File: config.mk
export PLATFORM = sky130hd
export DESIGN_NAME = vlcs_store
export DESIGN_NICKNAME = d
export VERILOG_FILES = /design/src/core/vlcs_pkg.sv /design/src/core/vlcs_store.sv
export SDC_FILE = /design/constraint.sdc
export NUM_CORES = 1
export LEC_CHECK = 0
export BUFFER_PORTS_ARGS = -buffer_cell sky130_fd_sc_hd__buf_2
export CAP_MARGIN = 30
export CORE_MARGIN = 10
export CORE_UTILIZATION = 50
export DETAILED_ROUTE_END_ITERATION = 8
export GPL_TIMING_DRIVEN = 0
export PLACE_DENSITY = 0.77
export SLEW_MARGIN = 20
export SYNTH_ARGS = -nofsm -noshare
export SYNTH_HDL_FRONTEND = slang
export SYNTH_SLANG_ARGS = --single-unit
File: constraint.sdc
create_clock -name mclk -period 3.47 [get_ports mclk]
set_input_delay 0.694 -clock mclk [delete_from_list [all_inputs] [get_ports mclk]]
set_output_delay 0.694 -clock mclk [all_outputs]
set_load 0.01 [all_outputs]
File: src/core/vlcs_pkg.sv
// shared constants and code table for the variable-length code store
package vlcs_pkg;

  // ****************************************
  // widths and reset values
  // ****************************************
  localparam int          ADDR_W     = 6;
  localparam int          LEN_W      = 4;
  localparam int          GEN_W      = 8;
  localparam int          FIFO_DEPTH = 16;
  localparam logic [7:0]  GEN_RESET  = 8'h01;
  // serial link: mclk cycles per half phase of the outgoing data clock
  localparam logic [1:0]  DCLK_HALF  = 2'h2;

  // ****************************************
  // controller states, 2-stage johnson order
  // ****************************************
  typedef enum logic [1:0] {
    VLCS_IDLE   = 2'h0,
    VLCS_WAIT   = 2'h1,
    VLCS_SEARCH = 2'h3,
    VLCS_SHIFT  = 2'h2
  } vlcs_state_t;

  // returns {length, code left-aligned}; length zero marks an unused address
  function automatic logic [11:0] code_lookup(input logic [5:0] a);
    logic [11:0] r;
    r = 12'h000;
    case (a)
      6'h00: r = {4'h2, 8'h00};
      6'h01: r = {4'h3, 8'ha0};
      6'h02: r = {4'h3, 8'hc0};
      6'h03: r = {4'h4, 8'h50};
      6'h04: r = {4'h4, 8'h60};
      6'h05: r = {4'h4, 8'h80};
      6'h06: r = {4'h5, 8'h98};
      6'h07: r = {4'h5, 8'he8};
      6'h08: r = {4'h6, 8'h44};
      6'h09: r = {4'h6, 8'h48};
      6'h0a: r = {4'h6, 8'h70};
      6'h0b: r = {4'h6, 8'h78};
      6'h0c: r = {4'h6, 8'hf8};
      6'h0d: r = {4'h6, 8'hf0};
      6'h0e: r = {4'h6, 8'hf4};
      6'h0f: r = {4'h7, 8'h42};
      6'h10: r = {4'h7, 8'h4c};
      6'h11: r = {4'h7, 8'h4e};
      6'h12: r = {4'h7, 8'h74};
      6'h13: r = {4'h7, 8'h76};
      6'h14: r = {4'h7, 8'h7e};
      6'h15: r = {4'h7, 8'h7c};
      6'h16: r = {4'h7, 8'h90};
      6'h17: r = {4'h7, 8'h92};
      6'h18: r = {4'h7, 8'h94};
      6'h19: r = {4'h7, 8'h96};
      6'h1a: r = {4'h7, 8'he0};
      6'h1b: r = {4'h7, 8'hc2};
      6'h1c: r = {4'h7, 8'he0};
      6'h1d: r = {4'h7, 8'he2};
      6'h1e: r = {4'h7, 8'hfe};
      6'h1f: r = {4'h7, 8'hfc};
      6'h20: r = {4'h8, 8'h40};
      6'h21: r = {4'h8, 8'h41};
      default: r = 12'h000;
    endcase
    return r;
  endfunction : code_lookup

endpackage : vlcs_pkg

File: src/core/vlcs_store.sv
// variable-length code store: bit fifo and the generator-based code controller
`timescale 1ns/1ns

// ****************************************
// bit fifo
// ****************************************
module vlcs_fifo #(
  parameter int WIDTH = 1,
  parameter int DEPTH = 16
) (
  // clock and reset
  input  wire logic             clk,
  input  wire logic             rst_n,
  // fill side
  input  wire logic [WIDTH-1:0] in_data,
  input  wire logic             in_valid,
  output logic                  in_ready,
  // drain side
  output logic      [WIDTH-1:0] out_data,
  output logic                  out_valid,
  input  wire logic             out_ready
);
  localparam int AW = $clog2(DEPTH);

  typedef struct packed {
    logic [DEPTH-1:0][WIDTH-1:0] mem;
    logic [AW:0]                 wp;
    logic [AW:0]                 rp;
  } vlcs_fifo_st_t;

  vlcs_fifo_st_t f_q, f_d;
  logic          full, empty;

  always_comb begin
    full      = (f_q.wp[AW] != f_q.rp[AW]) && (f_q.wp[AW-1:0] == f_q.rp[AW-1:0]);
    empty     = (f_q.wp == f_q.rp);
    in_ready  = !full;
    out_valid = !empty;
    out_data  = f_q.mem[f_q.rp[AW-1:0]];
    f_d       = f_q;
    if (in_valid && !full) begin
      f_d.mem[f_q.wp[AW-1:0]] = in_data;
      f_d.wp                  = f_q.wp + 1'b1;
    end
    if (out_ready && !empty) begin
      f_d.rp = f_q.rp + 1'b1;
    end
  end

  always_ff @(posedge clk or negedge rst_n) begin
    if (!rst_n) begin
      f_q <= '0;
    end else begin
      f_q <= f_d;
    end
  end
endmodule : vlcs_fifo

// How it works
// - an 8-stage maximal-length generator steps through all 255 nonzero states unless held.
// - the generator's first stage takes the xor of stages 8, 4, 3 and 2.
// - after reset the controller sits idle and shows host_ready while idle.
// - the host writes a 6-bit address with the strobe, which is registered and moves idle to wait.
// - wait holds until the registered strobe falls; its inverse rises, then search follows.
// - state steps in 2-stage johnson order except the jump from search to idle on an unused address; matching is only allowed in the search state.
// - search compares the address's code with the last L generator stages, L its length.
// - a match loads the length counter, holds the generator and moves to shift.
// - in shift the generator steps again to push the held code into the bit fifo, which the data clock drains.
// - each bit sent steps the length counter down so exactly L bits leave.
// - when the counter reaches its end the controller returns to idle.
// - each code leaves leftmost bit first, from generator stage 8.
module vlcs_store (
  // clock and reset
  input  wire logic       mclk,
  input  wire logic       rst_n,
  // host port
  input  wire logic       host_write_strobe,
  input  wire logic [5:0] host_addr,
  output logic            host_ready,
  // serial link
  output logic            ser_data,
  output logic            ser_clk
);

  typedef struct packed {
    logic                   stb_meta;
    logic                   stb_sync;
    logic [5:0]             addr_meta;
    logic [5:0]             addr_sync;
    logic                   stb;
    logic                   stb_n;
    logic [5:0]             addr;
    vlcs_pkg::vlcs_state_t  fsm;
    logic [7:0]             gen;
    logic [3:0]             cnt;
    logic                   ready;
    logic [1:0]             div;
    logic                   dbusy;
    logic                   data;
    logic                   dclk;
  } vlcs_st_t;

  vlcs_st_t    st_q, st_d;
  logic [11:0] entry;
  logic [3:0]  code_length_word;
  logic [7:0]  mask;
  logic        code_match_found;
  logic        feedback;
  logic        push, fifo_ready, pop, bit_valid, bit_out, tick;

  // ****************************************
  // output bit buffer
  // ****************************************
  // a stalled drain holds the shift state, so no generator step is lost
  vlcs_fifo #(.WIDTH(1), .DEPTH(vlcs_pkg::FIFO_DEPTH)) u_fifo (
    .clk       (mclk),
    .rst_n     (rst_n),
    .in_data   (st_q.gen[7]),
    .in_valid  (push),
    .in_ready  (fifo_ready),
    .out_data  (bit_out),
    .out_valid (bit_valid),
    .out_ready (pop)
  );

  // ****************************************
  // controller
  // ****************************************
  always_comb begin
    st_d             = st_q;
    entry            = vlcs_pkg::code_lookup(st_q.addr);
    code_length_word = entry[11:8];
    mask             = 8'hff << (4'h8 - code_length_word);
    feedback         = st_q.gen[7] ^ st_q.gen[3] ^ st_q.gen[2] ^ st_q.gen[1];
    code_match_found = (st_q.fsm == vlcs_pkg::VLCS_SEARCH) && (code_length_word != 4'h0)
                       && (((st_q.gen ^ entry[7:0]) & mask) == 8'h00);
    push             = (st_q.fsm == vlcs_pkg::VLCS_SHIFT) && fifo_ready;
    tick             = (st_q.div == vlcs_pkg::DCLK_HALF - 2'h1);
    pop              = tick && !st_q.dbusy && bit_valid;

    // pin inputs pass two flip-flops first
    st_d.stb_meta  = host_write_strobe;
    st_d.stb_sync  = st_q.stb_meta;
    st_d.addr_meta = host_addr;
    st_d.addr_sync = st_q.addr_meta;
    st_d.stb       = st_q.stb_sync;
    st_d.stb_n   = !st_q.stb;

    // generator steps freely except on the match cycle and on a stalled shift
    if (!code_match_found && ((st_q.fsm != vlcs_pkg::VLCS_SHIFT) || push)) begin
      st_d.gen = {st_q.gen[6:0], feedback};
    end

    case (st_q.fsm)
      vlcs_pkg::VLCS_IDLE: begin
        if (st_q.stb) begin
          st_d.addr = st_q.addr_sync;
          st_d.fsm  = vlcs_pkg::VLCS_WAIT;
        end
      end
      vlcs_pkg::VLCS_WAIT: begin
        if (st_q.stb_n) begin
          st_d.fsm = vlcs_pkg::VLCS_SEARCH;
        end
      end
      vlcs_pkg::VLCS_SEARCH: begin
        if (code_length_word == 4'h0) begin
          st_d.fsm = vlcs_pkg::VLCS_IDLE;
        end else if (code_match_found) begin
          st_d.cnt = code_length_word;
          st_d.fsm = vlcs_pkg::VLCS_SHIFT;
        end
      end
      vlcs_pkg::VLCS_SHIFT: begin
        if (push) begin
          st_d.cnt = st_q.cnt - 4'h1;
          if (st_q.cnt == 4'h1) begin
            st_d.fsm = vlcs_pkg::VLCS_IDLE;
          end
        end
      end
      default: st_d.fsm = vlcs_pkg::VLCS_IDLE;
    endcase
    st_d.ready = (st_d.fsm == vlcs_pkg::VLCS_IDLE);

    // serial drain: data set, clock rises one half later, falls after another
    st_d.div = tick ? 2'h0 : st_q.div + 2'h1;
    if (pop) begin
      st_d.data  = bit_out;
      st_d.dbusy = 1'b1;
    end else if (tick && st_q.dbusy && !st_q.dclk) begin
      st_d.dclk = 1'b1;
    end else if (tick && st_q.dclk) begin
      st_d.dclk  = 1'b0;
      st_d.dbusy = 1'b0;
    end
  end

  always_ff @(posedge mclk or negedge rst_n) begin
    if (!rst_n) begin
      st_q       <= '0;
      st_q.gen   <= vlcs_pkg::GEN_RESET;
      st_q.fsm   <= vlcs_pkg::VLCS_IDLE;
      st_q.ready <= 1'b1;
    end else begin
      st_q <= st_d;
    end
  end

  assign host_ready = st_q.ready;
  assign ser_data   = st_q.data;
  assign ser_clk    = st_q.dclk;
endmodule : vlcs_store

==> flow_summary.toml, run 1 <==
[critical_path]
arrival_ns = 3.51
max_stage_delay_ns = 0.42
required_ns = 3.68
end_kind = "register"
crit_chain = "inv_1 > ha_1 > mux2i_1 > o22ai_2 > inv_1 > ha_2 > nand2_1 > or3_1 > o211a_1 > nand3_1 > a41o_1 > a22o_1 > buf_6 > mux2_4"
critPathMostFrequentCell = "inv_1"
reg2reg_slack_ns = 0.17
critical_path_class = "reg -> reg"
worst_path_max_delay_cell = "dfrtp_1"
critPathLaunchType = "register"
path_max_fanout = 8

[run_status]
status = "finished clean"

[global_route]
antenna_found_initial = 0
grt_usage = 0.1315
grt_pass1_vias = 2548
grt_max_degree = 57
grt_pass1_wl_um = 12340
grt.overflow.total = 0

[floorplan]
coreArea_sq_um = 7292
dieWidth_um = 106.7
start_util = 0.5156
die-area_sq_um = 11390
core.rowCount = 31
io_pins = 12
die_h_um = 106.7

[cts]
cts_tree = "yes"
insertion_delay_ns = 0.33
htree_levels = 3
clkTransAtPathRegs_ns = 0.07
holdBufCountCts = 0
cts_sinks = 68
root_buffer = "clkbuf_8"
cts_made_buffers = 9
cts.path.max_buffers = 2

[timing]
slew_headroom = 0.5615
rsz0062_at_grt = "false"
holdWs_ns = 0.2004
worstMarginPinSlew_ns = 0.6538
finalSetupViolCount = 0
post-route-min-period_ns = 3.300
fin_ws_ns = 0.1704
finalCritPeriodShare = 0.9509
hold_viol = 0
fmax_ghz = 0.3031
clock-skew-final_ns = 0.009120
drv_slew = 0

[cells_and_area]
drive_above_1_share = 0.2425
multi_input_area_sq_um = 1929
nNetsFinal = 390
synthToLayoutAreaGrowth_pct = 11.08
seq_area_sq_um = 1705
n_antenna_cell = 0
fill_cells = 640

[job]
max_cap_violations = 0

[placed_design]
numPortBuffers = 11
hpwl_um = 5272
dp_slack_ns = -0.1233
gp_congestion = 0.8619

[logic_synthesis]
seq_area_frac_synth = 0.4532
synth_nets = 365
ys_async_sr_fraction = 1.000
yosys-top-cells-count = "dfrtp_1 (66), nand2_1 (21), ha_1 (19), mux2_2 (19)"
synth.avg_cell_area_sq_um = 11.16
ys_seq_elements = 68
ys_types = 64
synth_flop_cell = "dfrtp_1"
syn_area_sq_um = 3760
yosysTopAreaCell = "dfrtp_1"
synth_top_area_share = 0.4393
synth_most_common_cell = "dfrtp_1"
synthTopCellsByArea = "dfrtp_1 (44%), ha_1 (6.3%), mux2_2 (5.7%), mux4_2 (3.0%), mux2_4 (2.8%)"
synth_edf_count = 0
ys_warn_count = 0
synthesis.instances = 337

[route]
drt_iter0_markers = 145
antenna_left = 0
remaining_drc_errors = 0
drt-pass1-iter-count = 4
drt_wl_total_um = 7303
via_per_inst = 5.592
wl_per_cell_um = 15.67
via_count = 2606

[hold_path]
hold_path.class = "in -> async"

[power_and_ir_drop]
irDropWorstVdd_uv = 381.3
power_density_nw_per_um2 = 874.2
leakage_nw = 1.866
total_power_mw = 3.651
-- power by group --
group	total [mW]	internal, mW	switching [mW]
logic	1.99	0.827	1.17
registers	1.11	0.957	0.153
clock network	0.546	0.276	0.270
total	3.65	2.06	1.59
-- stage by stage --
stage	utilization	cells	instance area, sq um	TNS (ns)
final	0.5728	466	4177	0
after global routing	0.5728	466	4177	0
after CTS	0.5681	464	4143	0
after detailed placement	0.5443	448	3969	-0.8412
after global placement	0.5402	447	3939	-1.196
after floorplan	-	337	3760	0
-- routing by layer --
layer | track usage | wire length (um) | vias up | share of wire
li1 | - | - | 1261 | -
met5 | 0 | 0 | - | 0
met3 | 0.03473 | 237 | 9 | 0.032
met1 | 0.1664 | 3425 | 1295 | 0.47
met2 | 0.2094 | 3546 | 41 | 0.49
met4 | 0.05222 | 93 | 0 | 0.013
-- sequential cells by signal, indices dropped and copies added (netlist names) --
| register | count |
|---|---|
| ser_clk | 1 |
| u_fifo.f_q | 26 |
| st_d | 8 |
| st_q | 31 |
| ser_data | 1 |
| host_ready | 1 |
-- cell usage in the layout, fill, tap and decap left out, types with 11 or more instances in the layout --
master and count:
ha_1 18, clkbuf_1 11, xnor2_1 12, buf_2 15
nand3_1 16, nor2_1 16, nand2_1 21, mux2_2 19
a21oi_1 11, dfrtp_1 65, inv_1 15
-- cells by family (layout without fill, tap and decap cells) --
kind of cell,Yosys count,after routing,synth area share
mux,37,37,0.1318
compound gates,58,58,0.1142
simple gates,101,101,0.1474
xor+xnor,20,20,0.04859
flops,68,68,0.4532
buf+inv,34,64,0.04159
fa+ha+maj,19,19,0.06323
-- worst max-delay path, delay by kind of cell (launching register included) --
| family | cells | cell delay [ns] |
|---|---|---|
| DFF | 1 | 0.42 |
| buffers and inverters | 3 | 0.40 |
| AOI/OAI and AO/OA | 4 | 0.75 |
| adders and majority gates | 2 | 0.64 |
| and+or+nand+nor | 3 | 0.47 |
| muxes | 2 | 0.49 |
-- repair_timing --
action | CTS | global route
setup buffers | 0 | 1
gates resized for setup | 2 | 5
endpoints found under the setup margin | 8 | 8
pin swaps | 1 | 1
-- area by class of cell --
class,count,area share
Clock buffer,13,0.03565
Timing Repair Buffer,14,0.02337
Multi-Input combinational cell,235,0.4620
Inverter,17,0.01528
Buffer,17,0.02217
Sequential cell,68,0.4083
Clock inverter,3,0.003595
Tap cell,99,0.02966
-- final timing paths --
path,from,to,cells past startpoint
worst max-delay path,st_q[20],st_q[11],14
worst min-delay path,rst_n,st_d[30],1
worst max register to register,st_q[20],st_q[11],14
worst min register to register,st_d[32],st_q[32],0
max in group asynchronous,rst_n,host_ready,2
min in group mclk,st_d[32],st_q[32],0
Power figures use the tool's default switching activity.
==> inputs of run 2 (changes only) <==
CELL_PAD_IN_SITES_DETAIL_PLACEMENT = 2   (was not set)
CELL_PAD_IN_SITES_GLOBAL_PLACEMENT = 2   (was not set)
CORE_UTILIZATION = 42   (was 50)
PLACE_DENSITY = 0.9   (was 0.77)
==> run 2 against run 1 <==
Net effect: the flow now finishes with violations (setup timing); non-clock buffer count rose by 1; register-to-register slack got worse by 0.22 ns; routed wire length rose by 79%; global-route usage rose by 5.7 points; setup slack got worse by 0.22 ns; combinational power rose by 19%; clock-buffer cell count fell by 4; power rose by 16%; sequential share of layout area fell by 0.72 points; clock power rose by 27%.
==> flow_summary.toml, run 2 (synthesis results as in run 1) <==
[timing]
post-route-min-period_ns = 3.517
clock-skew-final_ns = 0.01252
hold_viol = 0
fmax_ghz = 0.2843
tns_ns = -0.1838
slew_headroom = 0.3572
fin_ws_ns = -0.04738
worstMarginPinSlew_ns = 0.9398
finalCritPeriodShare = 1.014
drv_slew = 0
finalSetupViolCount = 7

[global_route]
grt.overflow.total = 0
grt_pass1_vias = 3228
grt_usage = 0.1888
antenna_found_initial = 0
grt_pass1_wl_um = 19070
grt_max_degree = 58

[cells_and_area]
fill_cells = 858
final_common_cell = "dfrtp_1"
synthToLayoutAreaGrowth_pct = 13.08
final_cell_mix = "dfrtp_1 (65), nand2_1 (21), mux2_2 (19)"
n_antenna_cell = 0
drive_above_1_share = 0.2609
regMostFlops = "st_q"
nNetsFinal = 391
largest_reg_flops = 31

[power_and_ir_drop]
irDropWorstVdd_uv = 468.1
pwr-share-seq = 0.277
power_density_nw_per_um2 = 993.1
leakage_nw = 1.871
clkPwrFrac = 0.164
intPower_mw = 2.164
p_sw_mw = 2.058
p_comb_frac = 0.559
p_sw_frac = 0.4874

[critical_path]
r2r_cells = 10
end_kind = "register"
max_stage_delay_ns = 0.85
crit_family = "compound AO/OA/AOI/OAI gates"
path_max_fanout = 8
cp.buffers_inverters = 2
crit_chain = "inv_2 > ha_2 > a21boi_1 > a2111oi_0 > or3b_1 > o2111ai_1 > a211oi_4 > a22o_1 > buf_6 > mux2_4"
worst_path_max_delay_cell = "a2111oi_0"
critPathLaunchType = "register"
arrival_ns = 3.76
critical_path_class = "reg -> reg"
worst-path-stages = 10
required_ns = 3.71

[cts]
root_buffer = "clkbuf_8"
cts.path.max_buffers = 2
clkTransAtPathRegs_ns = 0.09
cts_sinks = 68
insertion_delay_ns = 0.36
cts_tree = "yes"
htree_levels = 3
cts_made_buffers = 9
holdBufCountCts = 0

[job]
max_cap_violations = 0

[route]
drt-pass1-iter-count = 4
antenna_left = 0
drt_iter0_markers = 67
drt_wl_total_um = 13090
via_per_inst = 6.034
remaining_drc_errors = 0
via_count = 2872
wl_per_cell_um = 27.49

[floorplan]
core.rowCount = 34
dieWidth_um = 114.6
die-area_sq_um = 13140
io_pins = 12
coreArea_sq_um = 8721
die_h_um = 114.6
start_util = 0.4311

[placed_design]
gp_congestion = 0.8319
hpwl_um = 8260
numPortBuffers = 11
dp_slack_ns = -0.4809

[run_status]
violations = "setup timing"
status = "complete, but fails checks"

[hold_path]
hold_path.class = "in -> async"
## run 2: cell types whose count changed in the layout (fill, tap and decap cells not counted), sizes merged
cell and delta:
inv +1, clkbuf -5, clkinv -2, clkinvlp +4
bufinv +1, buf +2
## run 2: area by class of cell
class,count,area (sq um),area share
buffer,17,92.59,0.02178
clock buffer,9,123.9,0.02913
clock inverter,7,75.07,0.01766
inverter,17,67.56,0.01589
multi-input combinational,235,1947,0.4579
sequential,68,1705,0.4011
tap,108,135.1,0.03178
timing repair buffer,15,105.1,0.02472
## run 2: through the flow
stage          hold slack [ns]    util  total power, mW  instances  cell area [sq um]
2_1_floorplan           0.3312       -            2.601        337               3760
3_5_place_dp            0.3378  0.4564            3.214        457               3980
5_1_grt                 0.1714  0.4875            4.451        476               4252
3_3_place_gp            0.3323  0.4529            3.003        456               3950
6_report                0.1722  0.4875            4.222        476               4252
4_1_cts                 0.1670  0.4834            4.046        474               4215
## run 2: timing repair
item | 4_1_cts | 5_1_grt
pin swaps | 1 | 1
gates resized for setup | 6 | 5
buffers inserted | 1 | 1
endpoints found under the hold margin | 0 | 0
endpoints found under the setup margin | 12 | 8
## run 2: worst reg2reg max path, cell delays in order, from the launching register on
cell and delay (ns):
dfrtp_1 0.47, inv_2 0.14, ha_2 0.20, a21boi_1 0.08
a2111oi_0 0.85, or3b_1 0.25, o2111ai_1 0.25, a211oi_4 0.42
a22o_1 0.21, buf_6 0.17, mux2_4 0.34
## run 2: final timing paths
check / from / endpoint / slack [ns]
max in group asynchronous: rst_n / host_ready / 2.69
max: st_q[20] / st_q[16] / -0.05
min: rst_n / st_q[30] / 0.17
min reg2reg: st_d[30] / st_q[30] / 0.34
min in group mclk: st_d[30] / st_q[30] / 0.34
max reg2reg: st_q[20] / st_q[16] / -0.05
## run 2: metal layers
| metal | track usage | wire (um) | share of wire | vias to the layer above |
|---|---|---|---|---|
| li1 | - | - | - | 1254 |
| met1 | 0.2236 | 5406 | 0.41 | 1513 |
| met2 | 0.3265 | 6827 | 0.52 | 72 |
| met3 | 0.03826 | 454 | 0.035 | 33 |
| met4 | 0.07268 | 399 | 0.030 | 0 |
| met5 | 0 | 0 | 0 | - |
## run 2: power groups by stage
stage | Clock (mW) | Combinational (mW) | Sequential [mW]
floorplan | 0 | 1.51 | 1.09
global route | 0.727 | 2.54 | 1.19
global placement | 0 | 1.88 | 1.12
finish | 0.693 | 2.36 | 1.17
CTS | 0.692 | 2.20 | 1.15
detailed placement | 0 | 2.07 | 1.15
==> inputs of run 3 (changes only) <==
REMOVE_ABC_BUFFERS = 1   (was not set)
==> run 3 against run 2 <==
Net effect: the flow now finishes without violations; first-iteration DRC count up 45%; clock power decreased by 11%; sequential power grew 14%; fmax increased by 3.9%; routed wire length shrank 14%; combinational power fell by 16%; clock skew down 0.0038 ns; critical endpoint unchanged; largest power group unchanged; highest routed layer unchanged.
==> flow_summary.toml, run 3 (synthesis results as in run 1) <==
[floorplan]
start_util = 0.4311
die-area_sq_um = 13140
coreArea_sq_um = 8721
core.rowCount = 34
io_pins = 12
dieWidth_um = 114.6
die_h_um = 114.6

[timing]
hold_viol = 0
post-route-min-period_ns = 3.385
worstMarginPinSlew_ns = 0.7856
finalSetupViolCount = 0
slew_headroom = 0.4731
fmax_ghz = 0.2954
tns_ns = 0
rsz0062_at_grt = "false"
finalCritPeriodShare = 0.9755
holdWs_ns = 0.1928
clock-skew-final_ns = 0.008678
drv_slew = 0
fin_ws_ns = 0.08488

[global_route]
antenna_found_initial = 0
grt_pass1_vias = 3103
grt.overflow.total = 0
grt_usage = 0.1803
grt_pass1_wl_um = 18450
grt_max_degree = 55

[placed_design]
placed_cells_incl_taps = 442
placed_area_sq_um = 3906
dp_slack_ns = -0.5798
hpwl_um = 7589
numPortBuffers = 11
gp_congestion = 0.7699

[cells_and_area]
final_common_cell = "dfrtp_1"
final_cell_mix = "dfrtp_1 (62), nand2_1 (21), mux2_2 (19)"
multi_input_area_sq_um = 1963
fill_cells = 842
seq_area_sq_um = 1709
final_util = 0.4763
drive_above_1_share = 0.2600
synthToLayoutAreaGrowth_pct = 10.48
final_area_sq_um = 4154
largest_reg_flops = 31
n_antenna_cell = 0
regMostFlops = "st_q"
layout.cells.non_filler = 458
nNetsFinal = 373

[cts]
holdBufCountCts = 0
cts_tree = "yes"
htree_levels = 3
cts.path.max_buffers = 2
insertion_delay_ns = 0.36
cts_sinks = 68
root_buffer = "clkbuf_8"
clkTransAtPathRegs_ns = 0.09
cts_made_buffers = 9

[route]
remaining_drc_errors = 0
antenna_left = 0
drt_iter0_markers = 97
via_count = 2693
wl_per_cell_um = 24.58
via_per_inst = 5.880
drt_wl_total_um = 11260
drt-pass1-iter-count = 4

[power_and_ir_drop]
leakage_nw = 1.811
total_power_mw = 3.939
power_density_nw_per_um2 = 948.3
irDropWorstVdd_uv = 390.6

[critical_path]
crit_chain = "ha_1 > or2_2 > a21oi_2 > inv_1 > ha_1 > nand2_1 > or3_1 > o211a_1 > nand3_1 > a41o_2 > a22o_4 > mux2_4"
max_stage_delay_ns = 0.48
worst_path_max_delay_cell = "dfrtp_2"
critical_path_class = "reg -> reg"
arrival_ns = 3.62
end_kind = "register"
required_ns = 3.71
critPathLaunchType = "register"
critPathMostFrequentCell = "ha_1"
path_max_fanout = 8

[hold_path]
hold_path.class = "in -> async"

[run_status]
status = "finished clean"

[job]
max_cap_violations = 0
run 3: path summary, 6_finish.rpt:
path / start / end / slack [ns] / cells past startpoint
max in group asynchronous: rst_n / host_ready / 2.69 / 2
min in group mclk: st_d[28] / st_q[28] / 0.37 / 0
hold / removal: rst_n / st_q[29] / 0.19 / 1
hold reg to reg: st_d[28] / st_q[28] / 0.37 / 0
setup reg to reg: st_q[20] / st_q[16] / 0.08 / 12
setup / recovery: st_q[20] / st_q[16] / 0.08 / 12
run 3: report_power, final:
group	switching, mW	internal (mW)
Sequential	0.369	0.956
Clock	0.352	0.268
Combinational	1.19	0.802
run 3: cell type report:
type	instances	area share
multi-input cells	235	0.4726
flip-flops and latches	68	0.4114
well taps	108	0.03253
clock buffers	9	0.02982
repair buffers	14	0.02440
inverters	17	0.01536
clock inverters	7	0.01386
run 3: critical path: cells and delay by family, from the launching register on:
family,cells,cell delay [ns]
AOI/OAI and AO/OA,4,1.03
adders and majority gates,2,0.60
buffers and inverters,1,0.19
DFF,1,0.48
muxes,1,0.32
and+or+nand+nor,4,0.64
run 3: per-layer routing:
| metal | global-route usage | wire, um | share of wire | vias to the layer above |
|---|---|---|---|---|
| met5 | 0 | 0 | 0 | - |
| met4 | 0.05347 | 137 | 0.012 | 0 |
| met3 | 0.03354 | 296 | 0.026 | 12 |
| met2 | 0.3235 | 6105 | 0.54 | 35 |
| met1 | 0.2116 | 4718 | 0.42 | 1424 |
| li1 | - | - | - | 1222 |
run 3: repair_timing:
action / in CTS / in global routing
buffers inserted: 0 / 0
gates resized for setup: 10 / 7
setup endpoints to repair: 12 / 12
pin swaps: 2 / 2
